<file path="src/hw/drive_cfg_pkg.sv">
// Register map, field positions and reset values for the drive config bank.
// Assumes an 8-bit register path with a 7-bit register address.
package drive_cfg_pkg;
  localparam logic [6:0] drive_supply_control_off       = 7'h16;
  localparam logic [6:0] echo_threshold_config_off      = 7'h17;
  localparam logic [6:0] crossing_comparator_config_off = 7'h18;
  localparam logic [6:0] primary_current_limit_off      = 7'h19;
  localparam logic [6:0] pulse_burst_config_off         = 7'h1A;
  localparam logic [6:0] operating_mode_control_off     = 7'h1B;

  localparam logic [7:0] drive_supply_control_rst       = 8'h20;
  localparam logic [7:0] echo_threshold_config_rst      = 8'h07;
  localparam logic [7:0] crossing_comparator_config_rst = 8'h14;
  localparam logic [7:0] primary_current_limit_rst      = 8'h00;
  localparam logic [7:0] pulse_burst_config_rst         = 8'h00;
  localparam logic [7:0] operating_mode_control_rst     = 8'h00;

  // Writable bit masks; zero bits are reserved
  localparam logic [7:0] drive_supply_control_mask       = 8'h7F;
  localparam logic [7:0] echo_threshold_config_mask      = 8'h1F;
  localparam logic [7:0] crossing_comparator_config_mask = 8'hFF;
  localparam logic [7:0] primary_current_limit_mask      = 8'h3F;
  localparam logic [7:0] pulse_burst_config_mask         = 8'hBF;
  localparam logic [7:0] operating_mode_control_mask     = 8'hC3;

  // Field positions
  localparam int auto_charge_off_listen_bit = 6;
  localparam int drive_supply_float_bit     = 5;
  localparam int drive_supply_pullup_bit    = 4;
  localparam int echo_cmp_enable_bit        = 4;
  localparam int crossing_cmp_enable_bit    = 7;
  localparam int crossing_gate_bit          = 6;
  localparam int crossing_input_bit         = 5;
  localparam int inphase_drive_bit          = 7;
  localparam int sleep_request_bit          = 7;
  localparam int standby_request_bit        = 6;
  localparam int charge_gate_bit            = 1;
  localparam int burst_command_bit          = 0;

  localparam logic [1:0] pin_scheme_cmd = 2'h0;

  // Burst phase of the drive sequencer
  typedef enum logic [1:0] {
    burst_idle  = 2'b00,
    burst_run   = 2'b01,
    burst_done  = 2'b10
  } burst_state_type;
endpackage

</file>
<file path="src/hw/pulse_counter.sv">
// Counts drive pulses of one burst against a programmed limit.
// Assumes pulse_tick is a one-cycle pulse in the sys_clk domain.
`timescale 1ns/1ps
module pulse_counter #(
  parameter int width = 6
) (
  input  wire logic             sys_clk,    // System clock
  input  wire logic             resetn,     // Async reset, low
  input  wire logic             clear,      // Restart count
  input  wire logic             pulse_tick, // One drive pulse
  input  wire logic [width-1:0] limit,      // Zero means no limit
  output logic                  reached     // Limit met
);
  logic [width-1:0] count_q;
  logic [width-1:0] count_d;

  // Next count; a zero limit never ends the burst
  always_comb
  begin
    count_d = count_q;
    if (clear)
      count_d = '0;
    else if (pulse_tick && !reached)
      count_d = count_q + width'(1);
  end

  assign reached = (limit != '0) && (count_q >= limit);

  always_ff @(posedge sys_clk or negedge resetn)
  begin
    if (!resetn)
      count_q <= '0;
    else
      count_q <= count_d;
  end
endmodule

</file>
<file path="src/hw/ultrasonic_drive_config_regs.sv">
// Register bank 0x16..0x1B for the transducer drive front end, and the
// control outputs it steers. Assumes a serial slave front end that
// hands in one-cycle write and read strobes with address and data,
// synchronous to sys_clk; low-voltage control pins arrive raw.
`timescale 1ns/1ps
module ultrasonic_drive_config_regs #(
  parameter int pulse_width = 6
) (
  input  wire logic       sys_clk,                 // 125 MHz clock
  input  wire logic       resetn,                  // Async reset, low
  input  wire logic       reg_wr,                  // Write strobe
  input  wire logic       reg_rd,                  // Read strobe
  input  wire logic [6:0] reg_addr,                // Register address
  input  wire logic [7:0] reg_wdata,               // Write data
  output logic [7:0]      reg_rdata,               // Read data
  input  wire logic       output_span_sel,         // Span from other bank
  input  wire logic [1:0] pin_scheme,              // Pin scheme select
  input  wire logic       pulse_pin,               // Raw drive pulse pin
  input  wire logic       echo_detect_raw,         // Raw echo comparator
  input  wire logic       crossing_raw,            // Raw zero-cross comparator
  output logic            supply_float,            // Source off, no reg
  output logic            supply_charge_en,        // Charging current on
  output logic            supply_pullup_sel,       // 0:10 mA 1:20 mA
  output logic [3:0]      supply_volt_code,        // Volts minus five
  output logic            echo_out_en,             // Echo output enable
  output logic            echo_out,                // Gated echo flag
  output logic [3:0]      echo_threshold_code,     // Threshold step
  output logic            threshold_span_sel,      // Threshold formula
  output logic            crossing_cmp_run,        // Comparator running
  output logic            crossing_out,            // Gated zero-cross
  output logic            crossing_input_select,   // 0:ref 1:neg input
  output logic [1:0]      crossing_stage_select,   // Source stage
  output logic [2:0]      crossing_hysteresis_code,// 30 mV + 50 mV*code
  output logic [5:0]      primary_current_clamp,   // 50 + 7.14 mA*code
  output logic            inphase_drive_mode,      // Half-bridge drive
  output logic            sleep_active,            // In sleep mode
  output logic            standby_active,          // In standby mode
  output logic            burst_active             // Burst running
);
  logic [7:0] supply_q, supply_d;
  logic [7:0] echo_q, echo_d;
  logic [7:0] cross_q, cross_d;
  logic [7:0] clamp_q, clamp_d;
  logic [7:0] burst_q, burst_d;
  logic [7:0] mode_q, mode_d;
  logic [7:0] rdata_d;
  logic [2:0] pulse_sync_q;
  logic [1:0] echo_sync_q;
  logic [1:0] cross_sync_q;
  logic       listen_off_q, listen_off_d;
  logic       burst_cmd;
  logic       pulse_tick;
  logic       count_reached;
  logic       burst_clear;
  drive_cfg_pkg::burst_state_type state_q, state_d;

  // Write merge that keeps reserved bits at zero
  function automatic logic [7:0] merge_write(input logic [6:0] off,
                                             input logic [7:0] mask,
                                             input logic [7:0] cur);
    logic hit;
    hit = reg_wr && (reg_addr == off);
    merge_write = hit ? (reg_wdata & mask) : cur;
  endfunction

  // Register write decode, serial path only
  always_comb
  begin
    supply_d = merge_write(drive_cfg_pkg::drive_supply_control_off,
                           drive_cfg_pkg::drive_supply_control_mask,
                           supply_q);
    echo_d   = merge_write(drive_cfg_pkg::echo_threshold_config_off,
                           drive_cfg_pkg::echo_threshold_config_mask,
                           echo_q);
    cross_d  = merge_write(drive_cfg_pkg::crossing_comparator_config_off,
                           drive_cfg_pkg::crossing_comparator_config_mask,
                           cross_q);
    clamp_d  = merge_write(drive_cfg_pkg::primary_current_limit_off,
                           drive_cfg_pkg::primary_current_limit_mask,
                           clamp_q);
    burst_d  = merge_write(drive_cfg_pkg::pulse_burst_config_off,
                           drive_cfg_pkg::pulse_burst_config_mask,
                           burst_q);
    mode_d   = merge_write(drive_cfg_pkg::operating_mode_control_off,
                           drive_cfg_pkg::operating_mode_control_mask,
                           mode_q);
  end

  // Read mux; unmapped addresses read zero
  always_comb
  begin
    rdata_d = reg_rdata;
    if (reg_rd)
    begin
      unique case (reg_addr)
        drive_cfg_pkg::drive_supply_control_off:       rdata_d = supply_q;
        drive_cfg_pkg::echo_threshold_config_off:      rdata_d = echo_q;
        drive_cfg_pkg::crossing_comparator_config_off: rdata_d = cross_q;
        drive_cfg_pkg::primary_current_limit_off:      rdata_d = clamp_q;
        drive_cfg_pkg::pulse_burst_config_off:         rdata_d = burst_q;
        drive_cfg_pkg::operating_mode_control_off:     rdata_d = mode_q;
        default:                                       rdata_d = 8'h00;
      endcase
    end
  end

  always_ff @(posedge sys_clk or negedge resetn)
  begin
    if (!resetn)
    begin
      supply_q  <= drive_cfg_pkg::drive_supply_control_rst;
      echo_q    <= drive_cfg_pkg::echo_threshold_config_rst;
      cross_q   <= drive_cfg_pkg::crossing_comparator_config_rst;
      clamp_q   <= drive_cfg_pkg::primary_current_limit_rst;
      burst_q   <= drive_cfg_pkg::pulse_burst_config_rst;
      mode_q    <= drive_cfg_pkg::operating_mode_control_rst;
      reg_rdata <= 8'h00;
    end
    else
    begin
      supply_q  <= supply_d;
      echo_q    <= echo_d;
      cross_q   <= cross_d;
      clamp_q   <= clamp_d;
      burst_q   <= burst_d;
      mode_q    <= mode_d;
      reg_rdata <= rdata_d;
    end
  end

  // Two-flop synchronisers for pin inputs; the pulse pin has a third flop for edge detect
  always_ff @(posedge sys_clk or negedge resetn)
  begin
    if (!resetn)
    begin
      pulse_sync_q <= 3'h0;
      echo_sync_q  <= 2'h0;
      cross_sync_q <= 2'h0;
    end
    else
    begin
      pulse_sync_q <= {pulse_sync_q[1:0], pulse_pin};
      echo_sync_q  <= {echo_sync_q[0], echo_detect_raw};
      cross_sync_q <= {cross_sync_q[0], crossing_raw};
    end
  end

  // Rising edge of synchronised pulse pin
  assign pulse_tick = pulse_sync_q[1] && !pulse_sync_q[2];

  // Burst command honoured only in scheme zero
  // scheme gate
  assign burst_cmd = (pin_scheme == drive_cfg_pkg::pin_scheme_cmd)
                     && mode_q[drive_cfg_pkg::burst_command_bit]
                     && !mode_q[drive_cfg_pkg::sleep_request_bit];
  assign burst_clear = (state_q == drive_cfg_pkg::burst_idle);

  // Pulse count limit, zero for continuous
  // burst length
  pulse_counter #(
    .width (pulse_width)
  ) u_pulse_counter (
    .sys_clk    (sys_clk),
    .resetn     (resetn),
    .clear      (burst_clear),
    .pulse_tick (pulse_tick && (state_q == drive_cfg_pkg::burst_run)),
    .limit      (burst_q[pulse_width-1:0]),
    .reached    (count_reached)
  );

  // Burst sequencer and listen-mode charge cutoff
  always_comb
  begin
    state_d      = state_q;
    listen_off_d = listen_off_q;
    unique case (state_q)
      drive_cfg_pkg::burst_idle:
        if (burst_cmd)
        begin
          state_d      = drive_cfg_pkg::burst_run;
          listen_off_d = 1'b0;
        end
      drive_cfg_pkg::burst_run:
        if (!burst_cmd || count_reached)
        begin
          state_d = drive_cfg_pkg::burst_done;
          listen_off_d = 1'b1;
        end
      drive_cfg_pkg::burst_done:
        if (!burst_cmd)
          state_d = drive_cfg_pkg::burst_idle;
      default:
        state_d = drive_cfg_pkg::burst_idle;
    endcase
  end

  always_ff @(posedge sys_clk or negedge resetn)
  begin
    if (!resetn)
    begin
      state_q      <= drive_cfg_pkg::burst_idle;
      listen_off_q <= 1'b0;
    end
    else
    begin
      state_q      <= state_d;
      listen_off_q <= listen_off_d;
    end
  end

  // Registered control outputs
  always_ff @(posedge sys_clk or negedge resetn)
  begin
    if (!resetn)
    begin
      supply_float             <= drive_cfg_pkg::drive_supply_control_rst[5];
      supply_charge_en         <= 1'b0;
      supply_pullup_sel        <= 1'b0;
      supply_volt_code         <= 4'h0;
      echo_out_en              <= 1'b0;
      echo_out                 <= 1'b0;
      echo_threshold_code      <=
        drive_cfg_pkg::echo_threshold_config_rst[3:0];
      threshold_span_sel       <= 1'b0;
      crossing_cmp_run         <= 1'b0;
      crossing_out             <= 1'b0;
      crossing_input_select    <= 1'b0;
      crossing_stage_select    <=
        drive_cfg_pkg::crossing_comparator_config_rst[4:3];
      crossing_hysteresis_code <=
        drive_cfg_pkg::crossing_comparator_config_rst[2:0];
      primary_current_clamp    <= 6'h00;
      inphase_drive_mode       <= 1'b0;
      sleep_active             <= 1'b0;
      standby_active           <= 1'b0;
      burst_active             <= 1'b0;
    end
    else
    begin
      supply_float <= supply_q[drive_cfg_pkg::drive_supply_float_bit];
      supply_charge_en <=
        !supply_q[drive_cfg_pkg::drive_supply_float_bit]
        && (!supply_q[drive_cfg_pkg::auto_charge_off_listen_bit]
            || mode_q[drive_cfg_pkg::charge_gate_bit]
            || !listen_off_q);
      supply_pullup_sel <= supply_q[drive_cfg_pkg::drive_supply_pullup_bit];
      supply_volt_code <= supply_q[3:0];
      echo_out_en <= echo_q[drive_cfg_pkg::echo_cmp_enable_bit];
      echo_out    <= echo_q[drive_cfg_pkg::echo_cmp_enable_bit]
                     && echo_sync_q[1];
      echo_threshold_code <= echo_q[3:0];
      threshold_span_sel <= output_span_sel;
      crossing_cmp_run <= cross_q[drive_cfg_pkg::crossing_cmp_enable_bit];
      crossing_out <= cross_q[drive_cfg_pkg::crossing_cmp_enable_bit]
                      && cross_sync_q[1]
                      && (!cross_q[drive_cfg_pkg::crossing_gate_bit]
                          || echo_sync_q[1]);
      crossing_input_select <= cross_q[drive_cfg_pkg::crossing_input_bit];
      crossing_stage_select <= cross_q[4:3];
      crossing_hysteresis_code <= cross_q[2:0];
      primary_current_clamp <= clamp_q[5:0];
      inphase_drive_mode <= burst_q[drive_cfg_pkg::inphase_drive_bit];
      sleep_active <= mode_q[drive_cfg_pkg::sleep_request_bit];
      standby_active <= mode_q[drive_cfg_pkg::standby_request_bit];
      burst_active <= (state_d == drive_cfg_pkg::burst_run);
    end
  end
endmodule

</file>
<file path="config.mk">
export PLATFORM = sky130hd
export DESIGN_NAME = ultrasonic_drive_config_regs
export DESIGN_NICKNAME = d
export VERILOG_FILES = /design/src/hw/drive_cfg_pkg.sv /design/src/hw/pulse_counter.sv /design/src/hw/ultrasonic_drive_config_regs.sv
export SDC_FILE = /design/constraint.sdc
export NUM_CORES = 1
export LEC_CHECK = 0
export BUFFER_PORTS_ARGS = -buffer_cell sky130_fd_sc_hd__buf_2
export CORE_ASPECT_RATIO = 1.2
export CORE_UTILIZATION = 55
export DETAILED_ROUTE_END_ITERATION = 7
export PLACE_DENSITY = 0.84
export SYNTH_ARGS = -nofsm -noshare
export SYNTH_HDL_FRONTEND = slang
export SYNTH_SLANG_ARGS = --single-unit
</file>
<file path="constraint.sdc">
create_clock -name sys_clk -period 2.2 [get_ports sys_clk]
set_input_delay 0.22 -clock sys_clk [delete_from_list [all_inputs] [get_ports sys_clk]]
set_output_delay 0.22 -clock sys_clk [all_outputs]
set_load 0.01 [all_outputs]
</file>
Word level (Yosys, flattened, before mapping)
Index checks and enable logic that the tools add are counted.

operators by class
  mux-type cells = 10
  magnitude comparators = 1
  reductions and logical operators = 34
  eq/ne operators = 11
  add/subtract/negate cells = 1

operators with widths
  cell                                                                      count
  8-bit case mux with 6 select lines                                        1
  7-bit by 5-bit equality test with 1-bit output (second input constant)    6
  1-bit logical AND                                                         16
  6-bit 2-to-1 mux                                                          2
  1-bit logical NOT                                                         8
  6-bit by 1-bit adder with 6-bit output (second input constant)            1
  6-bit greater-or-equal comparator                                         1
  2-bit 2-to-1 mux                                                          3
  2-bit case mux with 3 select lines                                        1
  6-bit nonzero test                                                        1
  2-bit by 1-bit equality test with 1-bit output (second input constant)    2
  2-bit logical NOT                                                         2
  1-bit logical OR                                                          4
  2-bit nonzero test                                                        2
  3-bit AND reduction                                                       1
  2-bit equality test (second input constant)                               1
  1-bit 2-to-1 mux                                                          2
  2-bit by 1-bit inequality test with 1-bit output (second input constant)  1
  2-bit inequality test (second input constant)                             1
  1-bit case mux with 2 select lines                                        1

word-level totals
  output and inout port bits = 40
  word-level logic and storage cells = 88
  input bits = 25
  bits in registers = 93

Logic depth before layout (Yosys ltp)
  word-level depth = 8
  mapped depth = 7
  depth with buffers taken out = 7

Modules after synthesis
Synthesis repeated with hierarchy kept, for this count alone.

unflattened totals
  cell total of the unflattened synthesis = 264
  area total of the unflattened synthesis = 3731.1 um2

modules (own cells, without submodules)
  module                        instances  area each (um2)  cells an instance
  ultrasonic_drive_config_regs  1          3275.6           215
  pulse_counter                 1          455.4            49

Least setup slack after synthesis
Ideal clock, no wire load.

  path kind = input -> register
  start = input port reg_addr[5]
  end = register clamp_q[0]
  arrival = 1.820 ns
  library setup time = 0.125 ns
  path slack = 0.255 ns
  cell stages on the path = 7
  data required time = 2.075 ns
  cells stage by stage = or3b_4 -> or3b_1 -> buf_6 -> nor2_4 -> and3_1 -> buf_4 -> mux2_2

between the ends
  longest elaborated chain between the ends = 2

ends and longest elaborated chain
  element                                         line                                 text
  from (decl)                                     ultrasonic_drive_config_regs.sv:13   input wire logic [6:0] reg_addr,
  7-bit by 5-bit equality test with 1-bit output  ultrasonic_drive_config_regs.sv:62   hit = reg_wr && (reg_addr == off);
  1-bit logical AND                               ultrasonic_drive_config_regs.sv:62
  to (signal assigned)                            ultrasonic_drive_config_regs.sv:114  clamp_q <= drive_cfg_pkg::primary_current_limit_rst;
  to (signal assigned)                            ultrasonic_drive_config_regs.sv:124  clamp_q <= clamp_d;
  to (decl)                                       ultrasonic_drive_config_regs.sv:43   logic [7:0] clamp_q, clamp_d;

Every way passes these cells.
A chain may end at the register's enable or synchronous reset.

Final worst setup path
  start = register u_pulse_counter.count_q[0]
  end = register u_pulse_counter.count_q[4]

between the ends
  longest elaborated chain between the ends = 5

ends and longest elaborated chain
  element                            line                 text
  from (decl)                        pulse_counter.sv:14  logic [width-1:0] count_q;
  from (signal assigned)             pulse_counter.sv:34  count_q <= count_d;
  6-bit greater-or-equal comparator  pulse_counter.sv:27  assign reached = (limit != '0) && (count_q >= limit);
  1-bit logical AND                  pulse_counter.sv:27
  1-bit logical NOT                  pulse_counter.sv:23  else if (pulse_tick && !reached)
  1-bit logical AND                  pulse_counter.sv:23
  2-bit nonzero test (no line)       -

Parallel ways exist; a longest one is shown, timed or not. The select of a mux whose other input is x is not followed.

==> summary.md <==
| Metric | Value |
|---|---|
| Sequential element share of the synthesized area | 63.0% |
| Crit start category | register |
| Total core area | roughly 6500 µm² |
| Hold Path End | supply_q[6] |
| Clk root buf | clkbuf_8 |
| Commonest non-fill, non-tap cell in the layout | dfrtp_1 |
| Post-Syn Area | roughly 3700 µm² |
| Post-layout util | about two thirds |
| Via count | approximately 2500 |
| Fill cells | slightly below 500 |
| Arrival @ worst endpoint | roughly 2300 ps |
| Min-Delay Path Class | in2reg |
| CP endpoint kind | register |
| Starting Density | a little under three fifths |
| Worst slew pin tran | roughly 580 ps |
| IO buf count | 64 |
| CTS sink count | between 90 and 100 |
| Final worst-path cycle share | about nine tenths |
| RSZ-0062 raised after global routing | false |
| Static leakage | between 2 and 2.5 nW |
| Initial antenna violation count | 0 |
| Htree depth | 3 |
| Clk buf depth | 2 |
| Iter 0 DRT Violations | about 160 |
| Yosys cell types | 47 |
| Final hold violations | 0 |
| Status | complete, no violations |
| Number of buffers created by CTS | 9 |
| Switch share | around a quarter |
| Largest fanout on the critical path | 5 |
| ANT nets after route | 0 |
| Total wire length | 7770 µm |
| Combinational power share | 9.8% |
| # DRC | 0 |
| Grt ovf | 0 |
| Vias in the first global route | roughly 2600 |
| Final setup vio count | 0 |
| Final max-slew violation count | 0 |
| R2R setup slack | between 200 and 250 ps |
| Cell Rows | 32 |
| DP HPWL | about 5400 µm |
| Vias/cell | approximately 5.7 |
| Required @ worst endpoint | roughly 2500 ps |
| Layout cells sized above 1 | between 40% and 50% |
| First-pass GRT wire length | around 13000 µm |
| Reg2Reg Depth | 7 |
| Setup CP Type | reg2reg |
| Worst-skew pair later-pin latency | between 300 and 400 ps |
| Post-synth EDFFs | 0 |
| Die area | 7090 µm² |
| Cells after Synth | between 200 and 300 |
| Reg2Reg Capture Point | u_pulse_counter.count_q[4] |
| Die width | 77.0 µm |
| Worst R2R Start | u_pulse_counter.count_q[0] |
| Clock Power Share | 31.8% |
| Max_slew headroom | between 60% and 70% |
| Net Count, Synth | approximately 300 |
| Avg Cell Area, Syn | about 14 µm² |
| CTS tree | yes |
| Setup TNS | 0 ps |
| Maximum VDD drop | 434 µV |
| First-pass DRT Iterations | 4 |
| Sequential power share | about three fifths |
| Reg clk slew, reported paths | around 90 ps |
| Post-synthesis async set-or-reset flop share | 100% |
| Drt wl/cell | around 18 µm |
| # IOs | 65 |
| Largest net degree at the start of global routing | 50 |
| Area grow syn2layout | 19.2% |
| Antenna cells | 0 |
| Int Power | between 2 and 2.5 mW |
| Fin crit period | between 1500 and 2000 ps |
| Most frequent cells in the layout | 81 x dfrtp_1, 63 x buf_2, 41 x mux2_2 |
| Main synth FF type | dfrtp_1 |
| Cells on Worst Hold Path | 2 |
| Die Y | 92.0 µm |
| Synthesis Warnings | 0 |
| Power per Cell Area | about 740 nW/µm² |
| Max-Cap Viols | 0 |
| Min-Delay Startpoint | reg_wdata[6] |
| Nets@finish | ~390 |
| Setup Buffers After CTS | 0 |
| Yosys reg bits | 93 |
| Fmax | roughly 0.5 GHz |
| P_sw | 0.846 mW |
| Post-Route Skew | around 8.4 ps |
| Overall routing resource usage | between 20% and 30% |
| GPL Wtd Cong | ~0.81 |
==> synthesized netlist by cell type (all sizes together), types with 2 or more instances <==
cell type | number | share of area (%)
mux2 | 41 | 12
nor3 | 3 | 0.84
a221oi | 6 | 1.4
dfstp | 12 | 8.5
nor3b | 2 | 0.54
and3 | 2 | 0.34
o211ai | 2 | 0.40
dfrtp | 81 | 55
nand3 | 5 | 0.67
nand2 | 8 | 0.81
a31oi | 4 | 0.67
a22oi | 6 | 1.2
nor2 | 7 | 0.98
nand4 | 3 | 0.67
or3b | 2 | 0.54
o21ai | 13 | 1.8
mux2i | 6 | 1.6
nand2b | 4 | 0.67
o22ai | 6 | 1.0
a21oi | 9 | 1.2
o2111ai | 2 | 0.47
o32ai | 3 | 0.71
clkbuf | 7 | 0.71
ha | 7 | 2.4
inv | 15 | 1.5
nor2b | 3 | 0.51
buf | 2 | 0.51
==> metrics by stage <==
| stage | hold WS (ps) | cell area (µm²) | total power, mW | worst slack, ps | cells |
|---|---|---|---|---|---|
| 2_1_floorplan | -75.6 | 3720 | 2.09 | 255 | 272 |
| 3_3_place_gp | 250 | 4200 | 2.24 | 68.3 | 423 |
| 3_5_place_dp | 257 | 4200 | 2.26 | 33.5 | 423 |
| 4_1_cts | 119 | 4430 | 3.31 | 214 | 444 |
| 5_1_grt | 132 | 4430 | 3.42 | 48.2 | 444 |
| 6_report | 132 | 4430 | 3.27 | 209 | 444 |
==> metal layers <==
layer	GRT usage (%)	part of all wire, %	vias up
met3	5.17	5.4	13
met5	0	0	-
met1	33.3	44	1254
met2	38.5	49	86
li1	-	-	1158
met4	10.2	2.0	0
==> what timing repair did <==
item | in CTS | in global routing
hold buffers | 5 | 0
gates resized for setup | 0 | 0
endpoints found under the hold margin | 42 | 0
==> power by group through the flow <==
| stage | Clock, mW | Sequential, mW | Combinational [mW] |
|---|---|---|---|
| 5_1_grt | 1.14 | 1.93 | 0.356 |
| 3_5_place_dp | 0 | 1.94 | 0.314 |
| 3_3_place_gp | 0 | 1.94 | 0.303 |
| 6_report | 1.04 | 1.91 | 0.321 |
| 2_1_floorplan | 0 | 1.95 | 0.141 |
| 4_1_cts | 1.07 | 1.91 | 0.323 |
==> kinds of logic after synthesis <==
logic type               synth area share [%]
AO/OA/AOI/OAI                            10.1
adder cells (fa/ha/maj)                  2.36
buffers and inverters                    2.73
flip-flops                               63.0
multiplexers                             14.0
AND/OR/NAND/NOR                          7.71
==> worst max-delay path by stage <==
stage | startpoint | slack, ps | to | cells after the start
final | u_pulse_counter.count_q[0] | 210 | u_pulse_counter.count_q[4] | 7
after global routing | state_q[1] | 50 | u_pulse_counter.count_q[4] | 5
after CTS | u_pulse_counter.count_q[0] | 210 | u_pulse_counter.count_q[4] | 7
after detailed placement | reg_addr[5] | 30 | clamp_q[1] | 6
after global placement | reg_addr[5] | 70 | clamp_q[2] | 6
after floorplan | reg_addr[5] | 260 | clamp_q[0] | 7
==> flip-flops by register name, summed over array words and instances (netlist names), 3 cells and up <==
name                      count
burst_q                       7
clamp_q                       6
cross_q                       8
crossing_hysteresis_code      3
echo_q                        5
echo_threshold_code           4
mode_q                        4
primary_current_clamp         6
pulse_sync_q                  3
reg_rdata                     8
supply_q                      7
supply_volt_code              4
u_pulse_counter.count_q       6
==> worst max-delay path, cell delays in order (launching register included) <==
cell and delay [ps]:
dfrtp_1 430, inv_1 80, ha_1 260, nand2b_1 140, a21oi_1 240, o2111ai_1 250
a2111o_1 430, o21ai_0 80
==> final cells by class <==
| cell class | instances | area, µm² | share of cell area [%] |
|---|---|---|---|
| sequential | 93 | 2340 | 52.9 |
| multi-input combinational | 155 | 1270 | 28.7 |
| timing repair buffer | 80 | 468 | 10.6 |
| clock buffer | 10 | 138 | 3.11 |
| tap | 85 | 106 | 2.40 |
| inverter | 15 | 56.3 | 1.27 |
| clock inverter | 6 | 47.5 | 1.07 |
Note: power is estimated with default switching activity, not from simulation.
